===== config.mk =====
export PLATFORM = sky130hd
export DESIGN_NAME = fmb_bit_engine
export DESIGN_NICKNAME = d
export VERILOG_FILES = /design/src/shared/fmb_pkg.sv /design/src/rtl/fmb_bit_engine.sv /design/src/rtl/fmb_fifo.sv
export SDC_FILE = /design/constraint.sdc
export NUM_CORES = 1
export LEC_CHECK = 0
export BUFFER_PORTS_ARGS = -buffer_cell sky130_fd_sc_hd__buf_2
export CAP_MARGIN = 10
export CORE_MARGIN = 2
export CORE_UTILIZATION = 58
export DETAILED_ROUTE_END_ITERATION = 8
export PLACE_DENSITY = 0.73
export SLEW_MARGIN = 40
export SYNTH_ARGS = -nofsm -noshare
export SYNTH_HDL_FRONTEND = slang
export SYNTH_SLANG_ARGS = --single-unit
export TNS_END_PERCENT = 50

===== constraint.sdc =====
create_clock -name sys_clk -period 3.8 [get_ports sys_clk]
set_input_delay 0.76 -clock sys_clk [delete_from_list [all_inputs] [get_ports sys_clk]]
set_output_delay 0.76 -clock sys_clk [all_outputs]
set_load 0.005 [all_outputs]

===== src/shared/fmb_pkg.sv =====
// Operation
// - Bytes from the network layer go to the modulator one bit at a time.
// - The carrier is the clock divided by an integer factor chosen by the current bit.
// - A zero bit gives about 133.3 kHz and a one bit about 131.8 kHz.
// - A setting moves the one-bit carrier to about 130.4 kHz, zero unchanged.
// - Line rates up to 2400 bps are supported for transmit and receive.
// - Half duplex: no received data while sending; a send started mid-receive drops the receiver to hunt.
// - The receiver samples the comparator per bit and hands up whole bytes.
// - Each packet follows one preamble byte 0xab, which the receiver hunts.
package fmb_pkg;
  localparam int CLK_HZ = 20_000_000;
  localparam int F_ZERO_HZ = 133_300;
  localparam int F_ONE_HZ = 131_800;
  localparam int F_ALT_HZ = 130_400;
  localparam int MAX_BPS = 2400;
  localparam logic [7:0] DIV_ZERO = 8'((CLK_HZ + F_ZERO_HZ / 2) / F_ZERO_HZ);
  localparam logic [7:0] DIV_ONE = 8'((CLK_HZ + F_ONE_HZ / 2) / F_ONE_HZ);
  localparam logic [7:0] DIV_ALT = 8'((CLK_HZ + F_ALT_HZ / 2) / F_ALT_HZ);
  // Shortest bit period allowed, rounded up so the rate never exceeds 2400.
  localparam logic [15:0] MIN_BIT_CYC = 16'((CLK_HZ + MAX_BPS - 1) / MAX_BPS);
  localparam logic [7:0] PREAMBLE = 8'hab;
  localparam logic [2:0] LAST_BIT_IDX = 3'h7;
  localparam int FIFO_DEPTH = 8;
  localparam int TXW_W = 9;
  typedef enum logic [2:0] {
    TX_IDLE = 3'b001,
    TX_PRE = 3'b010,
    TX_DATA = 3'b100
  } fmb_tx_state_type;
endpackage

===== src/rtl/fmb_bit_engine.sv =====
`timescale 1ns/1ns
`default_nettype none
module fmb_bit_engine import fmb_pkg::*; #(
  parameter logic [15:0] MIN_BIT = MIN_BIT_CYC
) (
  input wire logic sys_clk,
  input wire logic rst,
  input wire logic [15:0] bit_period,
  input wire logic alt_one_sel,
  input wire logic [7:0] tx_byte_data,
  input wire logic tx_byte_last,
  input wire logic tx_byte_valid,
  output logic tx_byte_ready,
  output logic carrier_out,
  output logic carrier_en,
  output logic tx_busy,
  input wire logic comp_in,
  input wire logic rx_hunt,
  output logic [7:0] rx_byte_data,
  output logic rx_byte_valid,
  output logic rx_in_packet
);
  // ---------------------------------------------------------------
  // Rate and transmit buffer
  // ---------------------------------------------------------------
  // Periods shorter than the 2400 bps limit are stretched to it.
  wire period_short = (bit_period < MIN_BIT);
  wire [15:0] period_eff = period_short ? MIN_BIT : bit_period;
  wire [15:0] period_half = period_eff >> 1;

  wire [TXW_W-1:0] fifo_data;
  wire fifo_valid;
  wire fifo_pop;
  wire fifo_ready;

  fmb_fifo #(.WIDTH(TXW_W), .DEPTH(FIFO_DEPTH)) u_fifo (
    .sys_clk(sys_clk),
    .rst(rst),
    .in_data({tx_byte_last, tx_byte_data}),
    .in_valid(tx_byte_valid),
    .in_ready(fifo_ready),
    .out_data(fifo_data),
    .out_valid(fifo_valid),
    .out_ready(fifo_pop)
  );
  assign tx_byte_ready = fifo_ready;

  // ---------------------------------------------------------------
  // Transmit serializer
  // ---------------------------------------------------------------
  fmb_tx_state_type tx_state_r;
  fmb_tx_state_type tx_state_nxt;
  logic [7:0] tx_sh_r;
  logic [7:0] tx_sh_nxt;
  logic [2:0] tx_idx_r;
  logic tx_last_r;
  logic tx_last_nxt;
  logic [15:0] tx_cnt_r;

  wire tx_active = (tx_state_r != TX_IDLE);
  wire tx_tick = tx_active && (tx_cnt_r == '0);
  wire tx_byte_end = tx_tick && (tx_idx_r == LAST_BIT_IDX);
  wire tx_need_next = (tx_state_r == TX_PRE) || !tx_last_r;
  // The preamble is sent while the first data byte waits in the buffer,
  // so the packet follows it with no gap.
  assign fifo_pop = tx_byte_end && tx_need_next && fifo_valid;
  wire tx_start = (tx_state_r == TX_IDLE) && fifo_valid;

  always_comb begin
    tx_state_nxt = tx_state_r;
    tx_sh_nxt = tx_sh_r;
    tx_last_nxt = tx_last_r;
    case (tx_state_r)
      TX_IDLE: begin
        if (fifo_valid) begin
          tx_state_nxt = TX_PRE;
          tx_sh_nxt = PREAMBLE;
          tx_last_nxt = 1'b0;
        end
      end
      TX_PRE, TX_DATA: begin
        if (fifo_pop) begin
          tx_state_nxt = TX_DATA;
          tx_sh_nxt = fifo_data[7:0];
          tx_last_nxt = fifo_data[8];
        end else if (tx_byte_end) begin
          // A buffer underrun ends the packet rather than sending filler.
          tx_state_nxt = TX_IDLE;
        end else if (tx_tick) begin
          tx_sh_nxt = {1'b0, tx_sh_r[7:1]};
        end
      end
      default: begin
        tx_state_nxt = TX_IDLE;
      end
    endcase
  end

  always_ff @(posedge sys_clk or posedge rst) begin
    if (rst) begin
      tx_state_r <= TX_IDLE;
      tx_sh_r <= '0;
      tx_last_r <= 1'b0;
    end else begin
      tx_state_r <= tx_state_nxt;
      tx_sh_r <= tx_sh_nxt;
      tx_last_r <= tx_last_nxt;
    end
  end

  always_ff @(posedge sys_clk or posedge rst) begin
    if (rst) begin
      tx_cnt_r <= '0;
      tx_idx_r <= '0;
    end else if (tx_start || tx_tick) begin
      tx_cnt_r <= period_eff - 16'h0001;
      tx_idx_r <= tx_start ? 3'h0 : tx_idx_r + 3'h1;
    end else if (tx_active) begin
      tx_cnt_r <= tx_cnt_r - 16'h0001;
    end
  end

  // ---------------------------------------------------------------
  // Carrier divider
  // ---------------------------------------------------------------
  logic [7:0] car_cnt_r;
  wire cur_bit = tx_sh_r[0];
  wire [7:0] one_div = alt_one_sel ? DIV_ALT : DIV_ONE;
  wire [7:0] cur_div = cur_bit ? one_div : DIV_ZERO;
  wire car_wrap = (car_cnt_r >= cur_div - 8'h01);
  wire car_high = (car_cnt_r < (cur_div >> 1));
  wire car_restart = !tx_active || tx_tick || car_wrap;

  always_ff @(posedge sys_clk or posedge rst) begin
    if (rst) begin
      car_cnt_r <= '0;
      carrier_out <= 1'b0;
      carrier_en <= 1'b0;
      tx_busy <= 1'b0;
    end else begin
      // Restart per bit so each bit opens on a full cycle of its tone.
      car_cnt_r <= car_restart ? '0 : car_cnt_r + 8'h01;
      carrier_out <= tx_active && car_high;
      carrier_en <= tx_active;
      tx_busy <= tx_active || fifo_valid;
    end
  end

  // ---------------------------------------------------------------
  // Receive deserializer
  // ---------------------------------------------------------------
  logic comp_d_r;
  logic [15:0] rx_cnt_r;
  logic [7:0] rx_sh_r;
  logic [2:0] rx_idx_r;
  logic rx_pkt_r;

  // Every comparator edge re-centres the sample point on the bit.
  wire rx_edge = (comp_in != comp_d_r);
  wire rx_fire = !rx_edge && (rx_cnt_r == '0);
  wire [7:0] rx_sh_nxt = {comp_in, rx_sh_r[7:1]};
  wire rx_found = rx_fire && !rx_pkt_r && (rx_sh_nxt == PREAMBLE);
  wire rx_done = rx_fire && rx_pkt_r && (rx_idx_r == LAST_BIT_IDX);

  always_ff @(posedge sys_clk or posedge rst) begin
    if (rst) begin
      comp_d_r <= 1'b0;
      rx_cnt_r <= '0;
    end else begin
      comp_d_r <= comp_in;
      if (rx_edge) begin
        rx_cnt_r <= period_half;
      end else if (rx_fire) begin
        rx_cnt_r <= period_eff - 16'h0001;
      end else begin
        rx_cnt_r <= rx_cnt_r - 16'h0001;
      end
    end
  end

  always_ff @(posedge sys_clk or posedge rst) begin
    if (rst) begin
      rx_sh_r <= '0;
      rx_idx_r <= '0;
      rx_pkt_r <= 1'b0;
      rx_byte_data <= '0;
      rx_byte_valid <= 1'b0;
      rx_in_packet <= 1'b0;
    end else begin
      rx_byte_valid <= 1'b0;
      if (tx_active || rx_hunt) begin
        // Our own carrier would echo back, so receive is held in hunt.
        rx_pkt_r <= 1'b0;
        rx_idx_r <= '0;
        rx_sh_r <= '0;
      end else if (rx_fire) begin
        rx_sh_r <= rx_sh_nxt;
        rx_idx_r <= rx_pkt_r ? rx_idx_r + 3'h1 : 3'h0;
        if (rx_found) begin
          rx_pkt_r <= 1'b1;
        end
        if (rx_done) begin
          rx_byte_data <= rx_sh_nxt;
          rx_byte_valid <= 1'b1;
        end
      end
      rx_in_packet <= rx_pkt_r && !tx_active && !rx_hunt;
    end
  end

  // ---------------------------------------------------------------
  // Checks
  // ---------------------------------------------------------------
  a_min_rate_held: assert property (@(posedge sys_clk)
    disable iff (rst)
    period_eff >= MIN_BIT
      && (bit_period >= MIN_BIT || period_eff == MIN_BIT))
    else $error("Bit period below the 2400 bps limit.");

  a_preamble_first: assert property (@(posedge sys_clk)
    disable iff (rst)
    tx_start |=> tx_state_r == TX_PRE && tx_sh_r == PREAMBLE && tx_idx_r == 3'h0)
    else $error("Packet did not open with the preamble byte.");

  a_lsb_shift: assert property (@(posedge sys_clk) disable iff (rst)
    (tx_tick && tx_idx_r != LAST_BIT_IDX)
      |=> tx_sh_r == {1'b0, $past(tx_sh_r[7:1])})
    else $error("Transmit shift is not LSB first.");

  a_bit_hold: assert property (@(posedge sys_clk) disable iff (rst)
    (tx_tick && tx_state_nxt != TX_IDLE)
      |=> tx_cnt_r == $past(period_eff) - 16'h0001 && $stable(period_eff)
      |-> ##1 !tx_tick)
    else $error("Bit period not reloaded on a bit boundary.");

  a_carrier_div: assert property (@(posedge sys_clk) disable iff (rst)
    tx_active && !tx_tick && !car_wrap
      |=> car_cnt_r == $past(car_cnt_r) + 8'h01)
    else $error("Carrier divider skipped a count.");

  a_zero_tone: assert property (@(posedge sys_clk) disable iff (rst)
    (tx_active && !cur_bit) |-> cur_div == DIV_ZERO)
    else $error("Zero bit not using the 133.3 kHz divider.");

  a_one_tone: assert property (@(posedge sys_clk) disable iff (rst)
    (tx_active && cur_bit) |-> cur_div == (alt_one_sel ? DIV_ALT : DIV_ONE))
    else $error("One bit using the wrong divider.");

  a_no_rx_in_tx: assert property (@(posedge sys_clk) disable iff (rst)
    carrier_en |-> !rx_byte_valid && !rx_in_packet)
    else $error("Received data delivered while transmitting.");

  a_quiet_idle: assert property (@(posedge sys_clk) disable iff (rst)
    !carrier_en |-> !carrier_out)
    else $error("Carrier toggles while not transmitting.");

  a_rx_byte_out: assert property (@(posedge sys_clk) disable iff (rst)
    (rx_done && !tx_active && !rx_hunt)
      |=> rx_byte_valid && rx_byte_data == $past(rx_sh_nxt))
    else $error("Completed receive byte not handed up.");
endmodule // fmb_bit_engine
`default_nettype wire


===== src/rtl/fmb_fifo.sv =====
`timescale 1ns/1ns
`default_nettype none
module fmb_fifo import fmb_pkg::*; #(
  parameter int WIDTH = TXW_W,
  parameter int DEPTH = FIFO_DEPTH
) (
  input wire logic sys_clk,
  input wire logic rst,
  input wire logic [WIDTH-1:0] in_data,
  input wire logic in_valid,
  output logic in_ready,
  output logic [WIDTH-1:0] out_data,
  output logic out_valid,
  input wire logic out_ready
);
  localparam int AW = $clog2(DEPTH);
  logic [WIDTH-1:0] mem [DEPTH];
  logic [AW-1:0] wr_ptr_r;
  logic [AW-1:0] rd_ptr_r;
  logic [AW:0] count_r;
  logic not_full_r;
  wire push = in_valid && not_full_r;
  wire pop = out_ready && (count_r != '0);
  wire [AW:0] count_nxt = count_r + (AW+1)'(push) - (AW+1)'(pop);

  assign in_ready = not_full_r;
  assign out_valid = (count_r != '0);
  assign out_data = mem[rd_ptr_r];

  always_ff @(posedge sys_clk) begin
    if (push) begin
      mem[wr_ptr_r] <= in_data;
    end
  end

  // The ready flag is a flop so the producer never sees a combinational path.
  always_ff @(posedge sys_clk or posedge rst) begin
    if (rst) begin
      wr_ptr_r <= '0;
      rd_ptr_r <= '0;
      count_r <= '0;
      not_full_r <= 1'b1;
    end else begin
      if (push) begin
        wr_ptr_r <= (wr_ptr_r == AW'(DEPTH - 1)) ? '0 : wr_ptr_r + 1'b1;
      end
      if (pop) begin
        rd_ptr_r <= (rd_ptr_r == AW'(DEPTH - 1)) ? '0 : rd_ptr_r + 1'b1;
      end
      count_r <= count_nxt;
      not_full_r <= (count_nxt != (AW+1)'(DEPTH));
    end
  end
endmodule // fmb_fifo
`default_nettype wire


### Word-level counts from Yosys, hierarchy flattened

Memories as Yosys holds them, arrays and structs flattened.
Index checks and enable logic that the tools add are counted.

| cells by class | value |
|---|---|
| $add $sub $neg | 11 |
| magnitude comparators | 3 |
| eq/ne operators | 16 |
| mux-type cells | 36 |
| bitwise logic cells | 1 |
| reduce and logical (&&, ||, !) cells | 39 |

Operator list:

| cell | count |
|---|---|
| 16-bit 2-to-1 mux | 5 |
| 8-bit 2-to-1 mux | 7 |
| 16-bit by 1-bit subtractor with 16-bit output (second input constant) | 3 |
| 16-bit logical NOT | 2 |
| 3-bit 2-to-1 mux | 9 |
| 16-bit by 14-bit < comparator with 1-bit output (second input constant) | 1 |
| 8-bit one-hot mux with 2 select lines | 1 |
| 3-bit equality test (second input constant) | 5 |
| 1-bit logical AND | 15 |
| 3-bit by 1-bit adder with 3-bit output (second input constant) | 4 |
| 1-bit 2-to-1 mux | 11 |
| 3-bit by 2-bit inequality test with 1-bit output (second input constant) | 3 |
| 8-bit by 1-bit adder with 8-bit output (second input constant) | 1 |
| 8-bit equality test (second input constant) | 1 |
| 8-bit greater-or-equal comparator | 1 |
| 8-bit by 7-bit < comparator with 1-bit output | 1 |
| 2-bit nonzero test | 4 |
| 8-bit by 1-bit subtractor with 8-bit output (second input constant) | 1 |
| 1-bit logical OR | 6 |
| 3-bit one-hot mux with 2 select lines | 1 |
| 3-bit AND reduction | 2 |
| 1-bit logical NOT | 5 |
| 4-bit by 1-bit adder with 4-bit output | 1 |
| 4-bit 2-to-1 mux | 1 |
| other kinds (14) | 15 |

| storage, ports and cells | value |
|---|---|
| flip-flop bits (word level) | 92 |
| RAM bits | 72 |
| input bits | 31 |
| output and inout port bits | 14 |
| logic and storage cells | 128 |
| memories | 1 |

Memories:

| memory | depth | width | rd ports | clocked after memory_dff | wr ports | line | source |
|---|---|---|---|---|---|---|---|
| u_fifo.mem | 8 | 9 | 1 | 0 | 1 | fmb_fifo.sv:17 | `logic [WIDTH-1:0] mem [DEPTH];` |

### Longest topological paths before layout

| depth | value |
|---|---|
| depth after elaboration | 8 |
| depth in mapped cells | 12 |
| depth with buffers taken out | 12 |

### Modules after synthesis

A second synthesis with hierarchy kept.

| unflattened totals | value |
|---|---|
| cells, all modules | 670 |
| area total of the unflattened synthesis | 8101.5 sq um |

By module, submodules not included:

| module | instances | cells an instance | area an instance (sq um) |
|---|---|---|---|
| fmb_bit_engine | 1 | 504 | 4669.5 |
| fmb_fifo | 1 | 166 | 3432.0 |

### Least setup slack after synthesis

No wires, ideal clock.

| timing path | value |
|---|---|
| path kind | reg2reg |
| from | register tx_cnt_r[0] |
| to | register u_fifo.not_full_r, in the netlist u_fifo.in_ready |
| library setup time | 0.100 ns |
| arrival | 3.347 ns |
| path slack | 0.353 ns |
| cell stages (with the launch flop) | 13 |
| buffers on the path | 0 |
| path through | dfrtp_1 inv_1 ha_1 or4b_4 nor4_4 and4_2 ha_1 inv_1 ha_1 inv_1 fa_1 inv_1 or4b_2 |

| on the way | value |
|---|---|
| cells in the longest elaborated chain, start to end | 8 |

RTL lines:

| item | line | source |
|---|---|---|
| start: declaration | fmb_bit_engine.sv:58 | `logic [15:0] tx_cnt_r;` |
| start signal: assignment | fmb_bit_engine.sv:116 | `tx_cnt_r <= period_eff - 16'h0001;` |
| start signal: assignment | fmb_bit_engine.sv:119 | `tx_cnt_r <= tx_cnt_r - 16'h0001;` |
| 16-bit logical NOT | fmb_bit_engine.sv:61 | `wire tx_tick = tx_active && (tx_cnt_r == '0);` |
| 1-bit logical AND | fmb_bit_engine.sv:61 |  |
| 1-bit logical AND | fmb_bit_engine.sv:62 | `wire tx_byte_end = tx_tick && (tx_idx_r == LAST_BIT_IDX);` |
| 1-bit logical AND (2 in a row) | fmb_bit_engine.sv:66 | `assign fifo_pop = tx_byte_end && tx_need_next && fifo_valid;` |
| 1-bit logical AND | fmb_fifo.sv:23 | `wire pop = out_ready && (count_r != '0);` |
| net u_fifo.pop | fmb_fifo.sv:23 |  |
| 4-bit by 1-bit subtractor with 4-bit output | fmb_fifo.sv:24 | `wire [AW:0] count_nxt = count_r + (AW+1)'(push) - (AW+1)'(pop);` |
| net u_fifo.count_nxt[1] | fmb_fifo.sv:24 |  |
| 4-bit inequality test | fmb_fifo.sv:51 | `not_full_r <= (count_nxt != (AW+1)'(DEPTH));` |
| end signal: assignment | fmb_fifo.sv:51 |  |
| end: declaration | fmb_fifo.sv:21 | `logic not_full_r;` |

The timed path passes the listed nets, and every way through them passes these cells.
A chain may end at the register's enable or synchronous reset.

### Worst setup path in the final report

Ends and elaborated chain as after synthesis.

==> impl_metrics.toml <==
[power_and_ir_drop]
power_frac_clock = 0.334
switching_share = 0.2940
total_power_w = 0.004990
combPwrFrac = 0.188
powerDensity_nw_per_um2 = 559.6
vdd_drop_max_mv = 0.4202
p_switching_w = 0.001467
p_seq_frac = 0.478
p_int_w = 0.003523
leakage_nw = 3.489

[yosys]
synthTopCellsByArea = "dfrtp_1, edfxtp_1, mux4_2"
ys_types = 70
ys_seq_area_frac = 0.5637
synth_fp_nets = 698
yosys.area.top_type_share = 0.2826
async_flop_share = 0.5583
synthesis.area_um2 = 7880
ys.warnings.count = 0
synth_cells = 644
synth.most_common_cell = "dfrtp_1"
yosysTopAreaCell = "dfrtp_1"
synth-seq-cells = 163
ys.flop_type = "dfrtp_1"
netlist_top_cells_count = "dfrtp_1, edfxtp_1, nor2_1, nand2_1, a21oi_1"
synth-edff-count = 72
postSynthAreaPerCell_um2 = 12.24

[worst_setup_path]
critPathMaxStageDelay_ps = 660
reg2reg_to = "u_fifo.in_ready"
reg2reg_depth = 12
worstSetupStartpointType = "flip-flop"
crit_arrival_ps = 3990
end_kind = "flip-flop"
worst_path_max_delay_cell = "or4b_2"
r2r_slack_ps = 140
path_class = "reg -> reg"
worst_path_most_repeated_cell = "inv_1"
crit_required_ps = 4130
critPathMaxFanout = 7
worstPathCellList = "inv_1 -> ha_1 -> or4b_4 -> nor4_4 -> and4_2 -> ha_2 -> inv_1 -> ha_1 -> inv_1 -> fa_1 -> inv_1 -> or4b_2"
r2r_start = "tx_cnt_r[0]"

[place]
port_buffers = 44
place.gp.congestion = 0.9034
dpl.hpwl_mm = 11.39

[clocking]
clock-sinks = 163
clk_path_buf_depth = 2
cts-root-buf = "clkbuf_16"
cts_buffers = 17
cts_resized = 0
cts_tree = "built"
clock_latency_ps = 430
clkTransAtPathRegs_ps = 60
cts_max_level = 4
cts_setup_buffers = 0
holdBufCountCts = 0

[global_route]
antenna_found_initial = 0
grt_pass1_wl_mm = 27.40
met1_usage = 0.3303
busiest_layer = "met2"
track_usage = 0.2445
grt_max_degree = 54
grt_pass1_vias = 5403
grt_use_met2 = 0.3895
grt-ovfl-total = 0
use_met3 = 0.06651

[sta]
clock.fmax_mhz = 272.9
max_slew_margin = 0.4784
skew_ps = 9.853
tightestPinTransition_ps = 780.6
tns_ps = 0
setup_viol = 0
rsz0062_at_grt = "no"
hold_violations = 0
report.final.slew_viol_count = 0
final.period_utilization = 0.9642
fin_crit_ps = 3664

[drt]
vias = 5474
first_iter_violations = 494
avgRoutedWirePerCell_um = 18.64
drt.antenna.violating_nets = 0
vias_per_cell = 6.178
route.detailed.drc = 0
drt_wl_total_mm = 16.52
drt_pass1_iterations = 7

[layout]
n_antenna_cell = 0
multi_input_area_um2 = 3269
num-fill-cells = 978
drive_gt1_frac = 0.2268
fin_nets = 751
area_growth_pct = 13.18
regArea_um2 = 4444

[status]
run_status = "finished clean"

[floorplan]
initial_core_util = 0.5950
rows = 42
dieArea_um2 = 14530
coreArea_um2 = 13240
die_w_um = 120.6
die_h_um = 120.6
ioPinCount = 45

[hold_path]
min_path_type = "in -> async"

[flow_run]
drv_cap = 0
==> layout by cell type, fill, tap and decap left out, types with 6 or more instances in the layout <==
cell       instances
dfrtp_1           87
edfxtp_1          72
nor2_1            55
nand2_1           48
buf_2             44
a21oi_1           39
mux2_2            26
o21ai_0           23
inv_1             22
nand3_1           21
ha_1              21
nor3_1            20
xor2_1            20
mux4_2            18
clkbuf_16         17
buf_4             14
xnor2_1           12
nand2b_1           8
nor4_1             7
or3_1              6
nand4_1            6
a22oi_1            6
a22o_1             6
o22ai_1            6
==> registers in the layout (all words and copies together), names as in the netlist, 3 cells and up <==
name,count
u_fifo.mem,72
rx_cnt_r,16
tx_cnt_r,16
car_cnt_r,8
rx_byte_data,8
tx_sh_r,8
rx_sh_r,7
u_fifo.count_r,4
rx_idx_r,3
tx_idx_r,3
tx_state_r,3
u_fifo.rd_ptr_r,3
u_fifo.wr_ptr_r,3
==> per-layer routing <==
metal	wire, µm	vias up
li1	-	2514
met1	7064	2710
met2	8037	217
met3	1124	33
met4	294	0
met5	0	-
==> cell type report <==
cell class,count,share of cell area
Sequential cell,163,0.4983
Clock buffer,21,0.04938
Clock inverter,11,0.01431
Timing Repair Buffer,58,0.03648
Multi-Input combinational cell,434,0.3666
Inverter,23,0.01024
Tap cell,176,0.02469
==> power by group through the flow <==
| stage | logic (W) | clock network [W] | registers (W) |
|---|---|---|---|
| final | 0.000936 | 0.00167 | 0.00239 |
| after global routing | 0.00105 | 0.00175 | 0.00242 |
| after CTS | 0.000944 | 0.00169 | 0.00238 |
| after detailed placement | 0.000932 | 0 | 0.00241 |
| after global placement | 0.000867 | 0 | 0.00238 |
| after floorplan | 0.000687 | 0 | 0.00233 |
==> logic make-up (layout without fill, tap and decap cells) <==
group	after synthesis	in the layout	synth area share
muxes	49	49	0.09495
buffers and inverters	47	113	0.02921
xor gates and xnor gates	33	33	0.03668
DFF	163	163	0.5637
and+or+nand+nor	210	210	0.1408
AOI/OAI and AO/OA	119	119	0.09718
adders and majority gates	23	23	0.03747
==> metrics by stage <==
step           cells  hold WS [ps]  area [µm²]  setup slack (ps)    util
6_report         886         348.0        8919             136.0  0.6735
5_1_grt          886         370.5        8919             8.150  0.6735
4_1_cts          886         363.4        8906             144.0  0.6725
3_5_place_dp     854         479.4        8338             175.4  0.6296
3_3_place_gp     854         473.7        8303             341.6  0.6270
2_1_floorplan    644         446.1        7880             353.1       -
==> worst max-delay path, delay by kind of cell, from the launching register on <==
kind | cells | cell delay, ps
adder cells (fa/ha/maj) | 4 | 1110
buffers and inverters | 4 | 260
flip-flops | 1 | 450
AND/OR/NAND/NOR | 4 | 1750
==> worst max path at each step <==
stage / from / to / slack (ps) / depth (start not counted)
after floorplan: tx_cnt_r[0] / u_fifo.in_ready / 350 / 12
after global placement: tx_cnt_r[0] / u_fifo.in_ready / 340 / 12
after detailed placement: tx_cnt_r[0] / u_fifo.in_ready / 180 / 12
after CTS: tx_cnt_r[0] / u_fifo.in_ready / 140 / 12
after global routing: tx_cnt_r[0] / u_fifo.in_ready / 8 / 12
final: tx_cnt_r[0] / u_fifo.in_ready / 140 / 12
No activity file was read; power rests on OpenSTA's default activity.
